## config.mk

```make
export PLATFORM = sky130hd
export DESIGN_NAME = cog_top
export DESIGN_NICKNAME = d
export VERILOG_FILES = /design/src/hw/cog_pkg.sv /design/src/hw/cog_gate.sv /design/src/hw/cog_top.sv
export SDC_FILE = /design/constraint.sdc
export NUM_CORES = 1
export LEC_CHECK = 0
export BUFFER_PORTS_ARGS = -buffer_cell sky130_fd_sc_hd__buf_2
export CORE_MARGIN = 10
export CORE_UTILIZATION = 56
export DETAILED_ROUTE_END_ITERATION = 12
export PLACE_DENSITY = 0.83
export SLEW_MARGIN = 20
export SYNTH_ARGS = -nofsm -noshare
export SYNTH_HDL_FRONTEND = slang
export SYNTH_SLANG_ARGS = --single-unit
```

## constraint.sdc

```tcl
create_clock -name clk -period 7.6 [get_ports clk]
set_input_delay 1.14 -clock clk [delete_from_list [all_inputs] [get_ports clk]]
set_output_delay 1.14 -clock clk [all_outputs]
set_load 0.005 [all_outputs]
```

## src/hw/cog_pkg.sv

```systemverilog
// constants shared by the clock output gating block
package cog_pkg;

	localparam logic [31:0] CTRL0_OFS     = 32'h0000_0000;
	localparam logic [31:0] CTRL1_OFS     = 32'h0000_0004;
	localparam logic [31:0] OUT_EN_OFS    = 32'h0000_0008;
	localparam logic [31:0] STATUS_OFS    = 32'h0000_000c;
	localparam logic [31:0] CTRL4_OFS     = 32'h0000_0010;
	localparam int          ADDR_W        = 8;

	localparam int          DIV_SEL_LSB   = 2;
	localparam int          RUN_PD_BIT    = 7;
	localparam int          SS_EN_BIT     = 0;
	localparam int          SS_SEL_LSB    = 1;

	localparam logic [1:0]  DIV_SEL_RST   = 2'h0;
	localparam logic        RUN_PD_RST    = 1'h1;
	localparam logic        SS_EN_RST     = 1'h0;
	localparam logic [1:0]  SS_SEL_RST    = 2'h0;
	localparam logic [1:0]  SS_SEL_NONE   = 2'h3;

	localparam int          NGATE         = 12;
	localparam logic [11:0] OUT_EN_RST    = 12'hfff;
	localparam int          G_REF         = 0;
	localparam int          G_66_0        = 1;
	localparam int          G_66_1        = 2;
	localparam int          G_LOGIC       = 3;
	localparam int          G_GIG         = 4;
	localparam int          G_SEL         = 5;
	localparam int          G_26          = 6;
	localparam int          G_DIFF0       = 7;
	localparam int          G_STOR        = 11;

	localparam int          NSYNC         = 15;
	localparam int          S_REF         = 0;
	localparam int          S_66          = 1;
	localparam int          S_GIG         = 2;
	localparam int          S_26          = 3;
	localparam int          S_PLLA        = 4;
	localparam int          S_PLLB        = 5;
	localparam int          S_PLLC        = 6;
	localparam int          S_PG          = 7;
	localparam int          S_BANKA       = 8;
	localparam int          S_BANKB       = 9;
	localparam int          S_STRAP_SRC   = 10;
	localparam int          S_STRAP_SEL   = 11;
	localparam int          S_FS0         = 12;
	localparam int          S_FS1         = 13;
	localparam int          S_TEST        = 14;

	localparam int          ST_STARTED    = 0;
	localparam int          ST_PG         = 1;
	localparam int          ST_STRAP_LSB  = 2;
	localparam int          ST_SPREAD     = 7;

	localparam logic [1:0]  HTRANS_NONSEQ = 2'h2;

endpackage

```

## src/hw/cog_gate.sv

```systemverilog
// glitch-free gate for one output clock
`timescale 1ns/1ps
module cog_gate
	import cog_pkg::*;
(
	input  wire logic clk,
	input  wire logic rst_n,
	input  wire logic clk_en,
	input  wire logic src_lvl,
	input  wire logic run_req,
	output logic      run_q,
	output logic      clk_q,
	output logic      comp_q
);

	logic open_ff;
	logic out_ff;
	logic comp_ff;
	logic nxt_open;
	logic nxt_out;
	logic nxt_comp;

	////////////////////////////////////////////////////////////////////////////
	// open or close only while the source is low
	always_comb begin
		nxt_open = src_lvl ? open_ff : run_req;
		nxt_out  = nxt_open & src_lvl;
		nxt_comp = nxt_open & ~src_lvl;
	end

	always_ff @(posedge clk or negedge rst_n) begin
		if (!rst_n) begin
			open_ff <= 1'b0;
			out_ff  <= 1'b0;
			comp_ff <= 1'b0;
		end else if (clk_en) begin
			open_ff <= nxt_open;
			out_ff  <= nxt_out;
			comp_ff <= nxt_comp;
		end
	end

	assign run_q  = open_ff;
	assign clk_q  = out_ff;
	assign comp_q = comp_ff;
endmodule

```

## src/hw/cog_top.sv

```systemverilog
// clock output gating, strap latch and config registers
// Functional notes
// ref, 66, logic, gig outputs run if enabled and power-good or run-in-powerdown.
// diff pairs run only with power-good, enable set and bank enable low.
// bank A enable low runs pairs 0 and 1; high stops them.
// bank B enable low runs pairs 2 and 3; high stops them.
// storage pair runs only with power-good and its enable; both legs low else.
// selectable and 26 MHz pins float in powerdown without run bit; else low/run.
// selectable and 26 MHz pins float until first power-good high.
// first power-good rise samples straps, holds them, starts outputs.
// later power-good low is powerdown, high resumes; straps never re-sampled.
// spread off unless enabled; select 00/01/10/11 gives -0.5/-0.4/-0.3/none.
// spread select resets to 00.
// spread reaches diff pairs only when source strap latched 1.
// source strap 0 picks non-spread PLL, 1 spread PLL for diff pairs.
// selectable clock from aux PLL or divided spread PLL per straps.
// logic clock divides spread PLL by 1, 2, 4 or 8 per control field.
// test strap latched 1 floats every clock output.
// run-in-powerdown bit is control 1 bit 7, resets to 1.
// bank enable high stops its pairs within a few output periods.
// bank enable low restarts its pairs within a few output periods.
// every gate opens and closes only while its source is low.
`timescale 1ns/1ps
module cog_top
	import cog_pkg::*;
(
	input  wire logic        clk,
	input  wire logic        nrst,
	input  wire logic        clk_en,
	input  wire logic        hsel,
	input  wire logic [31:0] haddr,
	input  wire logic [1:0]  htrans,
	input  wire logic        hwrite,
	input  wire logic [2:0]  hsize,
	input  wire logic [31:0] hwdata,
	input  wire logic        hready,
	output logic             hreadyout,
	output logic [31:0]      hrdata,
	output logic             hresp,
	input  wire logic        ref_src,
	input  wire logic        clk66_src,
	input  wire logic        gig_src,
	input  wire logic        clk26_src,
	input  wire logic        pll_a_clk,
	input  wire logic        pll_b_clk,
	input  wire logic        pll_c_clk,
	input  wire logic        power_good_powerdown_n,
	input  wire logic        bank_a_enable_n,
	input  wire logic        bank_b_enable_n,
	input  wire logic        freq_strap_0,
	input  wire logic        freq_strap_1,
	input  wire logic        test_tristate_strap,
	output logic             ref_out,
	output logic             ref_oe,
	output logic [1:0]       clk66_outs,
	output logic             clk66_oe,
	output logic             logic_clk_out,
	output logic             logic_clk_oe,
	output logic             gig_eth_clk_out,
	output logic             gig_eth_clk_oe,
	input  wire logic        selectable_clk_in,
	output logic             selectable_clk_out,
	output logic             selectable_clk_oe,
	input  wire logic        clk26_in,
	output logic             clk26_out,
	output logic             clk26_oe,
	output logic [3:0]       diff_ref_pairs_t,
	output logic [3:0]       diff_ref_pairs_c,
	output logic             diff_ref_oe,
	output logic             storage_ref_pair_t,
	output logic             storage_ref_pair_c,
	output logic             storage_ref_oe,
	output logic             spread_on,
	output logic [1:0]       spread_amount,
	output logic [1:0]       pll_c_freq_sel
);

	function automatic logic div_level(input logic [2:0] cnt, input logic lvl, input logic [1:0] sel);
		logic r;
		r = lvl;
		unique case (sel)
			2'h0: r = lvl;
			2'h1: r = cnt[0];
			2'h2: r = cnt[1];
			2'h3: r = cnt[2];
		endcase
		return r;
	endfunction

	////////////////////////////////////////////////////////////////////////////
	// reset release and pin synchronisers
	logic             rst_a_ff;
	logic             rst_n;
	logic [NSYNC-1:0] sync1_ff;
	logic [NSYNC-1:0] sync2_ff;
	logic [NSYNC-1:0] pins;

	always_ff @(posedge clk or negedge nrst) begin
		if (!nrst) begin
			rst_a_ff <= 1'b0;
			rst_n    <= 1'b0;
		end else begin
			rst_a_ff <= 1'b1;
			rst_n    <= rst_a_ff;
		end
	end

	assign pins = {test_tristate_strap, freq_strap_1, freq_strap_0, selectable_clk_in, clk26_in,
		bank_b_enable_n, bank_a_enable_n, power_good_powerdown_n,
		pll_c_clk, pll_b_clk, pll_a_clk, clk26_src, gig_src, clk66_src, ref_src};

	always_ff @(posedge clk or negedge rst_n) begin
		if (!rst_n) begin
			sync1_ff <= '0;
			sync2_ff <= '0;
		end else if (clk_en) begin
			sync1_ff <= pins;
			sync2_ff <= sync1_ff;
		end
	end

	////////////////////////////////////////////////////////////////////////////
	// start-up and strap latch
	logic       pg_d_ff;
	logic       started_ff;
	logic [4:0] strap_ff;
	logic       nxt_pg_d;
	logic       nxt_started;
	logic [4:0] nxt_strap;
	logic       pg;
	logic       src_strap;
	logic       sel_strap;
	logic [1:0] fs_strap;
	logic       test_lat;

	assign pg = sync2_ff[S_PG];

	always_comb begin
		nxt_pg_d    = pg;
		nxt_started = started_ff;
		nxt_strap   = strap_ff;
		if (pg && !pg_d_ff && !started_ff) begin
			nxt_started = 1'b1;
			nxt_strap   = sync2_ff[S_TEST:S_STRAP_SRC];
		end
	end

	always_ff @(posedge clk or negedge rst_n) begin
		if (!rst_n) begin
			pg_d_ff    <= 1'b0;
			started_ff <= 1'b0;
			strap_ff   <= '0;
		end else if (clk_en) begin
			pg_d_ff    <= nxt_pg_d;
			started_ff <= nxt_started;
			strap_ff   <= nxt_strap;
		end
	end

	assign src_strap = strap_ff[0];
	assign sel_strap = strap_ff[1];
	assign fs_strap  = strap_ff[3:2];
	assign test_lat  = strap_ff[4];

	////////////////////////////////////////////////////////////////////////////
	// register file over the bus
	logic [1:0]        div_sel_ff;
	logic              run_pd_ff;
	logic              ss_en_ff;
	logic [1:0]        ss_sel_ff;
	logic [NGATE-1:0]  out_en_ff;
	logic              wr_pend_ff;
	logic [ADDR_W-1:0] wr_addr_ff;
	logic [31:0]       rdata_ff;
	logic [1:0]        nxt_div_sel;
	logic              nxt_run_pd;
	logic              nxt_ss_en;
	logic [1:0]        nxt_ss_sel;
	logic [NGATE-1:0]  nxt_out_en;
	logic              nxt_wr_pend;
	logic [ADDR_W-1:0] nxt_wr_addr;
	logic [31:0]       nxt_rdata;
	logic              take;
	logic [31:0]       status;

	assign take   = hsel && hready && (htrans == HTRANS_NONSEQ || htrans == 2'h3);
	assign status = {24'h0, spread_on, strap_ff, pg, started_ff};

	always_comb begin
		nxt_div_sel = div_sel_ff;
		nxt_run_pd  = run_pd_ff;
		nxt_ss_en   = ss_en_ff;
		nxt_ss_sel  = ss_sel_ff;
		nxt_out_en  = out_en_ff;
		nxt_wr_pend = take && hwrite;
		nxt_wr_addr = haddr[ADDR_W-1:0];
		nxt_rdata   = rdata_ff;
		if (wr_pend_ff) begin
			unique case ({24'h0, wr_addr_ff})
				CTRL0_OFS:  nxt_div_sel = hwdata[DIV_SEL_LSB+:2];
				CTRL1_OFS:  nxt_run_pd  = hwdata[RUN_PD_BIT];
				OUT_EN_OFS: nxt_out_en  = hwdata[NGATE-1:0];
				CTRL4_OFS: begin
					nxt_ss_en  = hwdata[SS_EN_BIT];
					nxt_ss_sel = hwdata[SS_SEL_LSB+:2];
				end
				default: ;
			endcase
		end
		if (take && !hwrite) begin
			unique case ({24'h0, haddr[ADDR_W-1:0]} & ~32'h3)
				CTRL0_OFS:  nxt_rdata = {28'h0, nxt_div_sel, 2'h0};
				CTRL1_OFS:  nxt_rdata = {24'h0, nxt_run_pd, 7'h0};
				OUT_EN_OFS: nxt_rdata = {20'h0, nxt_out_en};
				STATUS_OFS: nxt_rdata = status;
				CTRL4_OFS:  nxt_rdata = {29'h0, nxt_ss_sel, nxt_ss_en};
				default:    nxt_rdata = 32'h0;
			endcase
		end
	end

	always_ff @(posedge clk or negedge rst_n) begin
		if (!rst_n) begin
			div_sel_ff <= DIV_SEL_RST;
			run_pd_ff  <= RUN_PD_RST;
			ss_en_ff   <= SS_EN_RST;
			ss_sel_ff  <= SS_SEL_RST;
			out_en_ff  <= OUT_EN_RST;
			wr_pend_ff <= 1'b0;
			wr_addr_ff <= '0;
			rdata_ff   <= 32'h0;
		end else if (clk_en) begin
			div_sel_ff <= nxt_div_sel;
			run_pd_ff  <= nxt_run_pd;
			ss_en_ff   <= nxt_ss_en;
			ss_sel_ff  <= nxt_ss_sel;
			out_en_ff  <= nxt_out_en;
			wr_pend_ff <= nxt_wr_pend;
			wr_addr_ff <= nxt_wr_addr;
			rdata_ff   <= nxt_rdata;
		end
	end

	assign hreadyout = 1'b1;
	assign hresp     = 1'b0;
	assign hrdata    = rdata_ff;

	////////////////////////////////////////////////////////////////////////////
	// spread PLL divider and source selection
	logic [2:0]       cnt_ff;
	logic             plla_d_ff;
	logic [2:0]       nxt_cnt;
	logic [NGATE-1:0] src;
	logic [NGATE-1:0] req;
	logic [NGATE-1:0] gclk;
	logic [NGATE-1:0] gcomp;
	logic [NGATE-1:0] grun;
	logic             diff_src;
	logic             se_ok;
	logic             diff_ok;
	logic [3:0]       bank_ok;

	always_comb begin
		nxt_cnt = cnt_ff;
		if (sync2_ff[S_PLLA] && !plla_d_ff)
			nxt_cnt = cnt_ff + 3'h1;
	end

	always_ff @(posedge clk or negedge rst_n) begin
		if (!rst_n) begin
			cnt_ff    <= 3'h0;
			plla_d_ff <= 1'b0;
		end else if (clk_en) begin
			cnt_ff    <= nxt_cnt;
			plla_d_ff <= sync2_ff[S_PLLA];
		end
	end

	assign spread_on      = ss_en_ff && (ss_sel_ff != SS_SEL_NONE);
	assign spread_amount  = ss_sel_ff;
	assign pll_c_freq_sel = fs_strap;
	assign diff_src       = src_strap ? sync2_ff[S_PLLA] : sync2_ff[S_PLLB];

	always_comb begin
		src          = '0;
		src[G_REF]   = sync2_ff[S_REF];
		src[G_66_0]  = sync2_ff[S_66];
		src[G_66_1]  = sync2_ff[S_66];
		src[G_LOGIC] = div_level(cnt_ff, sync2_ff[S_PLLA], div_sel_ff);
		src[G_GIG]   = sync2_ff[S_GIG];
		src[G_SEL]   = sel_strap ? div_level(cnt_ff, sync2_ff[S_PLLA], fs_strap) : sync2_ff[S_PLLC];
		src[G_26]    = sync2_ff[S_26];
		src[G_DIFF0+:4] = {4{diff_src}};
		src[G_STOR]  = sync2_ff[S_PLLB];
	end

	////////////////////////////////////////////////////////////////////////////
	// run requests per output
	assign se_ok   = started_ff && (pg || run_pd_ff);
	assign diff_ok = started_ff && pg;
	assign bank_ok = {{2{!sync2_ff[S_BANKB]}}, {2{!sync2_ff[S_BANKA]}}};

	always_comb begin
		req             = out_en_ff & {NGATE{se_ok}};
		req[G_DIFF0+:4] = out_en_ff[G_DIFF0+:4] & bank_ok & {4{diff_ok}};
		req[G_STOR]     = out_en_ff[G_STOR] & diff_ok;
	end

	for (genvar g = 0; g < NGATE; g++) begin : gates
		cog_gate u_gate (
			.clk     (clk),
			.rst_n   (rst_n),
			.clk_en  (clk_en),
			.src_lvl (src[g]),
			.run_req (req[g]),
			.run_q   (grun[g]),
			.clk_q   (gclk[g]),
			.comp_q  (gcomp[g])
		);
	end

	////////////////////////////////////////////////////////////////////////////
	// pins
	assign ref_out            = gclk[G_REF];
	assign clk66_outs         = gclk[G_66_1:G_66_0];
	assign logic_clk_out      = gclk[G_LOGIC];
	assign gig_eth_clk_out    = gclk[G_GIG];
	assign selectable_clk_out = gclk[G_SEL];
	assign clk26_out          = gclk[G_26];
	assign diff_ref_pairs_t   = gclk[G_DIFF0+:4];
	assign diff_ref_pairs_c   = gcomp[G_DIFF0+:4];
	assign storage_ref_pair_t = gclk[G_STOR];
	assign storage_ref_pair_c = gcomp[G_STOR];
	assign ref_oe             = !test_lat;
	assign clk66_oe           = !test_lat;
	assign logic_clk_oe       = !test_lat;
	assign gig_eth_clk_oe     = !test_lat;
	assign diff_ref_oe        = !test_lat;
	assign storage_ref_oe     = !test_lat;
	assign selectable_clk_oe  = !test_lat && started_ff && (pg || run_pd_ff);
	assign clk26_oe           = !test_lat && started_ff && (pg || run_pd_ff);
endmodule
```

**Word level (Yosys, flattened, before mapping)**

Cells that the tools add are included.

- Register bits after elaboration: 131
- Input port bits: 90
- Output and inout bits: 64
- Logic and storage cells: 141

- $add $sub $neg: 1
- Equal/unequal tests: 16
- Mux-type cells: 27
- Bitwise operators: 23
- Reductions and logical operators: 28

Operators with widths:

| operator | count |
|---|---|
| one-hot mux 12 bit (5 select lines) | 1 |
| zero test 32 bit | 1 |
| two-way mux 12 bit | 2 |
| bitwise AND 1 bit | 18 |
| two-way mux 1 bit | 18 |
| equality test 2 bit, second input constant | 6 |
| equality test 6 x 2 -> 1 bit, second input constant | 2 |
| logical AND 1 bit | 12 |
| bitwise AND 4 bit | 2 |
| equality test 8 x 3 -> 1 bit, second input constant | 1 |
| equality test 8 x 4 -> 1 bit, second input constant | 1 |
| equality test 8 x 5 -> 1 bit, second input constant | 1 |
| zero test 8 bit | 1 |
| two-way mux 2 bit | 4 |
| one-hot mux 1 bit (4 select lines) | 2 |
| bitwise AND 7 bit | 1 |
| zero test 1 bit | 7 |
| equality test 6 x 1 -> 1 bit, second input constant | 1 |
| equality test 6 x 3 -> 1 bit, second input constant | 1 |
| AND reduction 2 bit | 3 |
| equality test 2 x 1 -> 1 bit, second input constant | 2 |
| zero test 2 bit | 2 |
| adder 3 x 1 -> 3 bit, second input constant | 1 |
| logical OR 1 bit | 2 |
| 2 further kinds | 3 |

**Longest topological paths before layout**

Gate-level depths: netlist of run 1.

- Word-level depth: 5
- Gate-level depth with buffers: 6
- Mapped depth without buffers: 5

**Hierarchy**

From an unflattened synthesis of run 1, not the netlist that was laid out.

- Cells, all modules: 438
- Area total of the unflattened synthesis: 5424.0 µm²

Modules (own cells, without submodules):

| module | times used | cells each | area an instance (µm²) | sequential area each (µm²) |
|---|---|---|---|---|
| cog_top | 1 | 306 | 3937.5 | 2068.2 |
| cog_gate | 12 | 11 | 123.9 | 75.1 |

**Worst setup path before layout of run 1**

Ideal clock, no wire load.

- Kind: input port to flip-flop
- From: input haddr[5]
- To: register rdata_ff[3] (netlist: hrdata[3])
- Setup time: 0.087 ns
- Arrival: 2.255 ns
- Data required time: 7.513 ns
- Slack: 5.258 ns
- Cell stages on the path: 6
- Path buffers: 1
- Path through: nor4_1 -> and3_1 -> clkbuf_1 -> and3_1 -> a21oi_1 -> o211ai_1

- Word-level cells in the longest chain between the ends: 2
- Elaborated cells on any way between the ends: 6
- Classes of those cells: eq/ne (4); mux (1); reduce/logical (1)

Ends and longest elaborated chain:

| element | line | text |
|---|---|---|
| start: declaration | cog_top.sv:31 | `input wire logic [31:0] haddr,` |
| zero test 32 bit, or another cell as far along | cog_top.sv:211 | `unique case ({24'h0, haddr[ADDR_W-1:0]} & ~32'h3)` |
| one-hot mux 12 bit (5 select lines) * | cog_top.sv:211 |  |
| end signal: assignment | cog_top.sv:240 | `rdata_ff <= nxt_rdata;` |
| end: declaration | cog_top.sv:174 | `logic [31:0] rdata_ff;` |

Every way passes the cells marked *; elsewhere a longest branch is shown, timed or not.
A chain may end at the register's enable or synchronous reset.

**Worst setup path in the final report of run 1**

- From: input clk_en
- To: register rdata_ff[11] (netlist: hrdata[11])

- Word-level cells in the longest chain between the ends: 1

Ends and longest elaborated chain:

| element | line | text |
|---|---|---|
| start: declaration | cog_top.sv:29 | `input wire logic clk_en,` |
| AND reduction 2 bit (no line) | - |  |

No other way between the ends.

==> results.txt, run 1 <==
The flow ran to the end, and the final reports show no timing, DRC or antenna violations. The die area is 13300 um^2. Clock tree synthesis selected as its root buffer the cell clkbuf_8.

The filler cells instantiated in the layout total 695. Port buffering added 83 buffers. The sequential cells in the finished layout cover a total of 2800 um^2.

After clock tree synthesis, the repair step resized 0 gates. By area the synthesized netlist is led by dfrtp_1 (48%), mux2_2 (12%), dfstp_2 (6.7%), buf_4 (6.0%), mux2i_1 (3.3%). Pin placement for this block handled 154 I/O pins.

Of the synthesized area, sequential elements account for 54.9%. Detailed routing inserted a total of 3334 vias. The number of antenna violations at the first check in global routing is 0, and the weighted congestion reported at the end of routability-driven placement is 0.854. The number of cells in the design after placement is 574.

Data on the critical path arrives at its endpoint at 3.69 ns. The number of flip-flops and latches in the synthesized netlist was 111; the number of buffers created by CTS was 9. In the synthesized netlist the dominant register cell turns out to be dfrtp_1.

The layout overhead on the synthesized area came out at 8.88%. The maximum number of pins on one net before global-route repair was 76; the antenna violation net count after detailed routing was 0. Final number of hold-violating endpoints: 0. The kind of launch point of the worst setup path is an input port. Global routing used 16.3% of the available tracks.

The post-synthesis async set-or-reset flop share came out at 100%. The timing-limited maximum frequency was 293 MHz; the final non-filler cell total was 590. The run gives 0 as the number of max-cap violations. At the worst endpoint, the required time is 7.87 ns. Measured along the y axis, the die boundary spans 115 um. The H-tree was split into 3 levels. The worst hold-check path type is register to async pin. The vias per cell works out to 5.65.

The share of cells above drive strength 1 is 38.8%. In this run, distinct cell masters in the synthesized netlist total 49. Yosys printed 0 warnings. The multi-input combinational cells in the finished layout cover a total of 1950 um^2. Along the worst path, the maximum fanout reaches 75.

For the pin with the worst max-slew slack, the measured transition is 1.05 ns. The final critical-path share of the clock period is 45.0%, and the final critical delay including setup and external delays is 3.42 ns. The die width is 115 um.

In this run the power density over the cells is 214 nW/um^2. For the worst-skew pair, the clock arrives at the later sink with an insertion delay of 0.37 ns. In this run the core area contains 34 standard-cell rows.

After layout, the worst setup slack is 4.18 ns. Net count of the finished layout: 568. The number of cells produced by synthesis is 415, and the placed wire-length estimate after detailed placement is 7.99 mm. For this design the static power due to leakage is 2.59 nW. The diode insertion count for antenna repair was 0; the number of hold buffers added after CTS was 0. The clock drives 111 sinks. Setup repair after global routing left no endpoint under its margin.

In the final routed layout, each cell accounts on average for 18.4 um. In the routed design, unresolved DRC markers number 0. The top cell type by area accounts for 48.2% of the synthesized area. Summed over all layers, the global routing overflow is 0. The run gives 29.7% as the worst-case headroom to the max-slew limit.

Each instance of the synthesized netlist takes up on average 12.3 um^2. Summed over all instances, the cell type with the most area after synthesis is dfrtp_1. Counting along the longest clock path gives a buffer depth of 2.

The logs give 0 for the number of buffers inserted by post-CTS setup repair and 5090 um^2 for the synthesized cell area. In the layout the commonest cells are dfrtp_1 (97), buf_2 (83), mux2_2 (54). The tools report the final worst clock skew as 0.00559 ns. The number of pins with negative max-slew slack in the final report is 0, and the highest ir drop seen on vdd is 0.145 mV. The area inside the core boundary is 8760 um^2, and the via count of the first global-routing pass is 3400.

TritonCTS built the clock tree. For the total negative slack for setup checks, the log shows 0 ns. The most common library cell in the layout ignoring fill and taps was dfrtp_1. The number of flops mapped to enable cells by yosys is 0. Prior to clock tree synthesis, the placed netlist has a worst setup slack of 3.69 ns. The first TritonRoute pass finished after 4 iterations. The clock transition at the registers of the reported paths came out at 0.10 ns. For this configuration, the core starts out at a cell density of 58.1%.

After detailed routing, the total wire length is 10.9 mm. The kind of end point of the critical path is a register. For this block, the initial DRC count from the detailed router was 169. Setup violations remaining at the end of the flow were counted as 0. The first global-routing pass estimated 17.2 mm of wire. Type of the worst setup path: input port to register.
## Yosys cell counts (3+ instances only)
cell	instances
nor3_1	4
mux2_2	54
nor2_1	10
o211ai_1	3
mux2i_1	17
o21ai_0	26
a21oi_1	6
o22ai_1	3
dfstp_2	13
mux2_4	10
buf_4	41
buf_1	6
clkbuf_1	5
nand3b_1	4
dfrtp_1	98
or3_1	5
nand4_1	3
nand3_1	14
inv_1	14
o2bb2ai_1	6
and3_1	4
a22o_1	8
nand2_1	30
## sequential cells by signal, indices dropped and copies added (netlist names), 2 cells and up, named ones only
name	cells
cnt_ff	3
div_sel_ff	2
gates.u_gate.clk_q	12
gates.u_gate.comp_q	5
gates.u_gate.run_q	7
hrdata	12
out_en_ff	12
spread_amount	2
strap_ff	5
sync1_ff	15
sync2_ff	15
wr_addr_ff	8
## worst max-delay path, stage by stage
cell	delay [ns]
buf_2	0.07
buf_4	0.59
inv_1	0.54
nor3_2	0.62
nand2_1	0.40
o21ai_0	0.30
## cell type report
type	count	share of cell area (%)
clock buffer	11	2.55
tap	108	2.44
inverter	14	0.949
clock inverter	5	0.587
sequential	111	50.5
timing repair buffer	85	7.77
multi-input combinational	256	35.2
## metrics by stage
step	power (mW)	util (%)	hold slack [ns]	area, um^2
6_report	1.19	63.2	0.302	5540
5_1_grt	1.25	63.2	0.346	5540
4_1_cts	1.20	63.2	0.324	5540
3_5_place_dp	0.880	61.2	0.313	5370
3_3_place_gp	0.867	61.2	0.310	5370
2_1_floorplan	0.830	-	0.331	5170
## per-layer routing
metal / track usage (%) / vias to the layer above / part of all wire (%)
li1: - / 1531 / -
met1: 19.0 / 1665 / 39
met2: 27.7 / 119 / 51
met3: 5.73 / 19 / 8.8
met4: 4.79 / 0 / 1.5
met5: 0 / - / 0
## path summary, 6_finish.rpt
check                               from  slack, ns                    end  cells after the start
max                               clk_en       4.18             hrdata[11]                      6
min                                rst_n       0.30              plla_d_ff                      0
max reg2reg                wr_addr_ff[5]       5.27              hrdata[2]                      5
min reg2reg                        rst_n       0.30              plla_d_ff                      0
max in group asynchronous          rst_n       6.04  gates[0].u_gate.clk_q                      1
min in group clk                rst_a_ff       0.36                  rst_n                      0
## cell families after synthesis
family	count (synthesis)	synth area share [%]
DFF	111	54.9
adders and majority gates	1	0.246
muxes	83	19.1
and+or+nand+nor	85	9.02
other	2	0.148
AOI/OAI and AO/OA	62	7.89
xor gates and xnor gates	2	0.344
buffers and inverters	69	8.31
## report_power, final
group          switching (mW)  leakage, nW  total, mW  internal (mW)
sequential             0.0558         1.38      0.699          0.644
clock                   0.192       0.0935      0.321          0.129
combinational          0.0813         1.11      0.167         0.0856
total                   0.329         2.59       1.19          0.858
Note: power is estimated with default switching activity, not from simulation.
==> run 2, diff against run 1 <==
--- a/config.mk
+++ b/config.mk
@@ -5,11 +5,12 @@
 export SDC_FILE = /design/constraint.sdc
 export NUM_CORES = 1
 export LEC_CHECK = 0
+export ABC_AREA = 1
 export BUFFER_PORTS_ARGS = -buffer_cell sky130_fd_sc_hd__buf_2
 export CORE_MARGIN = 10
-export CORE_UTILIZATION = 56
+export CORE_UTILIZATION = 52
 export DETAILED_ROUTE_END_ITERATION = 12
-export PLACE_DENSITY = 0.83
+export PLACE_DENSITY = 0.78
 export SLEW_MARGIN = 20
 export SYNTH_ARGS = -nofsm -noshare
 export SYNTH_HDL_FRONTEND = slang
==> constraint.sdc (replaced) <==
create_clock -name clk -period 3.3 [get_ports clk]
set_input_delay 0.495 -clock clk [delete_from_list [all_inputs] [get_ports clk]]
set_output_delay 0.495 -clock clk [all_outputs]
set_load 0.005 [all_outputs]
==> run 2 against run 1 <==
Net effect: critical path depth fell by 1; clock-buffer cell count fell by 1; sequential power rose by 130%; clock power rose by 130%; sequential cell count did not move; setup slack got worse by 3.1 ns; cell area rose by 1.8%.
==> results.txt, run 2 <==
The share of cells above drive strength 1 was 19.8%. The number of hold buffers added after CTS was 1. The synthesized area divided by synthesized cell count came out at 8.57 um^2. For the worst-skew pair, the clock arrives at the later sink with an insertion delay of 0.36 ns. Buffers added to address setup during post-CTS repair amount to 0.

The run gives 4.98 mm as the routed metal-1 wire length. The effective utilization at floorplan was 52.7%. Synthesis produced 596 cells.

The run gives 0 as the diode insertion count for antenna repair. Max-cap violations in this run came to 0. Clock skew on the completed layout was measured at 0.0135 ns.

The number of flip-flops and latches in the synthesized netlist is 111. The top cell type by area accounts for 48.0% of the synthesized area. For the final routed database, the setup TNS stands at 0 ns.

The detailed router's first-iteration violation count is 332. The logs give 0 for the number of antenna violations at the first check in global routing and 2.97 nW for the leakage power figure. The number of detailed-route iterations in the first pass is 5, and the via count of the first global-routing pass is 3854. For the worst setup path, the data required time is 2.80 ns.

The clock tree synthesis step divided the H-tree into 3 levels. In this run the tool buffered the top-level ports with 83 buffer cells. The final number of hold-violating endpoints was 0.

The overall overflow remaining after global route was 0; the amount of wire on met3 after detailed routing was 769 um. The logs give 11.4 mm for the routed wire length and 449 MHz for the timing-limited maximum frequency. For the antenna violation net count after detailed routing, the log shows 0.

The run finished with clean final reports. The met2 routed wirelength is 5.42 mm. In this run the clock root is driven by a clkbuf_8. Most repeated cell in the gate-level netlist after synthesis: nand2_1.

Traced cell by cell, the critical path runs through inv_1 -> a21oi_1 -> inv_1 -> nor2_1 -> buf_2. The worst setup path is captured at an output port. For the placed wire-length estimate after detailed placement, the log shows 8.39 mm. Row generation in the floorplan step produced 36 rows.

The largest fanout of any net on the critical path works out to 5. The worst hold-check path type is register to async pin. The number of pins with negative max-slew slack in the final report is 0.

By area the synthesized netlist is led by dfrtp_1 (48%), nand2_1 (14%), dfstp_2 (6.7%), o21ai_0 (6.7%), buf_4 (5.9%). The slew at the pin closest to its max-slew limit was 0.687 ns. Of the available clock period, the critical path in the final layout requires 67.4%. The tools report the number of cells upsized or downsized after cts as 0.

The most numerous cell on the critical path was inv_1. In the synthesized netlist the dominant register cell turns out to be dfrtp_1. Sequential cells were found to cover 54.7% of the synthesized design area. Setup repair after global routing left no endpoint under its margin. After synthesis the cells add up to 5110 um^2.

For the number of placed I/O pins, the log shows 154. TritonCTS built the clock tree. Using the TritonRoute via totals, the vias-per-cell ratio works out to 4.97. Counting I/O delays and the setup requirement, the final critical path takes 2.23 ns. Of all cell types, the one taking the most synthesized area is dfrtp_1. The average detailed-routed wire length per instance is 14.3 um. In this run the horizontal extent of the chip is 119 um. The run gives 9 as the number of buffers created by CTS. The synthesized design contains 0 enable-type register cells. The tools report the maximum buffer depth of the clock tree as 2.

In the layout the commonest cells are nand2_1 (195), dfrtp_1 (97), buf_2 (83). For the area inside the core boundary, the log shows 9680 um^2. The critical path's slowest cell was dfstp_2. For this run, the share of the core covered by cells in the final layout is 58.3%. The worst-case IR drop observed on VDD is 0.211 mV. For the number of vias in the routed layout, the log shows 3957. Maximum number of pins on one net before global-route repair: 91. The first-pass GRT wire length is 18.4 mm, and the number of warning messages in the yosys log is 0.

The total track usage was 15.7%; the final-report setup violation count was 0. The run gives 749 as the net count of the finished layout. The die area is 14200 um^2.

The power per unit of standard cell area was 474 nW/um^2; the layout overhead on the synthesized area was 10.5%. Most common library cell in the layout ignoring fill and taps: nand2_1. Ranked by instance count, the synthesized netlist is headed by nand2_1 (195), dfrtp_1 (98), o21ai_0 (68), inv_1 (57), buf_4 (40). The largest single stage delay on the critical path is 0.53 ns. The type of the worst setup path was register to output port. Post-synthesis async set-or-reset flop share: 100%.

Highest routed metal layer: met4. The worst setup path is launched from a register. Data on the critical path arrives at its endpoint at 1.73 ns. For this design, the sink count on the clock tree is 111.

The number of DRC violations after detailed routing was 0. The largest registers in the layout are sync1_ff (15), sync2_ff (15). The logs give 54.2% for the worst-case headroom to the max-slew limit and 0.884 for the weighted congestion reported at the end of routability-driven placement. The clock transition at the registers of the reported paths is 0.11 ns, and the floorplan die height is 119 um. The count of different cell masters after synthesis was 34.
[run 2: power breakdown]
group          switching [mW]  leakage [nW]  internal [mW]
registers              0.0859          1.41           1.49
logic                   0.219          1.48          0.121
clock network           0.457        0.0768          0.296
total                   0.761          2.97           1.91
[run 2: through the flow]
step	total power [mW]	cells	instance area (um^2)	setup WS (ns)	hold slack, ns
floorplan	1.83	617	5180	0.00153	0.199
global placement	1.91	778	5420	1.46	0.280
detailed placement	1.94	778	5420	1.40	0.281
CTS	2.68	795	5610	1.09	0.315
global route	2.80	796	5640	0.970	0.304
finish	2.67	796	5640	1.07	0.259
[run 2: worst max-delay path, delay by kind of cell (launching register included)]
family | cells | cell delay [ns]
compound gates | 1 | 0.24
buf+inv | 3 | 0.40
flops | 1 | 0.53
simple gates | 1 | 0.22
[run 2: final timing paths]
kind / from / endpoint / slack, ns / cells after the start
worst min-delay path: rst_n / sync1_ff[3] / 0.26 / 0
worst max-delay path: run_pd_ff / clk26_oe / 1.07 / 5
max in group asynchronous: rst_n / out_en_ff[5] / 2.13 / 2
worst min register to register: rst_n / sync1_ff[3] / 0.26 / 0
min in group clk: gig_src / sync1_ff[2] / 0.32 / 3
worst max register to register: wr_addr_ff[1] / hrdata[1] / 1.67 / 7
[run 2: area by class of cell]
cell class                      instances  area [um^2]
Inverter                               59          221
Sequential cell                       111         2800
Clock inverter                          6         46.3
Fill cell                             885         4040
Tap cell                              133          166
Multi-Input combinational cell        388         1790
Timing Repair Buffer                   89          483
Clock buffer                           10          138
[run 2: per-layer routing]
metal | vias to the layer above | GRT usage, %
met5 | - | 0
met4 | 0 | 6.03
met3 | 17 | 4.63
met2 | 119 | 24.4
met1 | 1870 | 20.2
li1 | 1951 | -
[run 2: logic make-up after synthesis]
| logic type | after synthesis | share of synthesized area [%] |
|---|---|---|
| mux | 4 | 0.784 |
| flops | 111 | 54.7 |
| simple gates | 266 | 22.2 |
| xor+xnor | 2 | 0.343 |
| buf+inv | 118 | 11.8 |
| fa+ha+maj | 1 | 0.245 |
| other cells | 2 | 0.147 |
| compound gates | 92 | 9.80 |
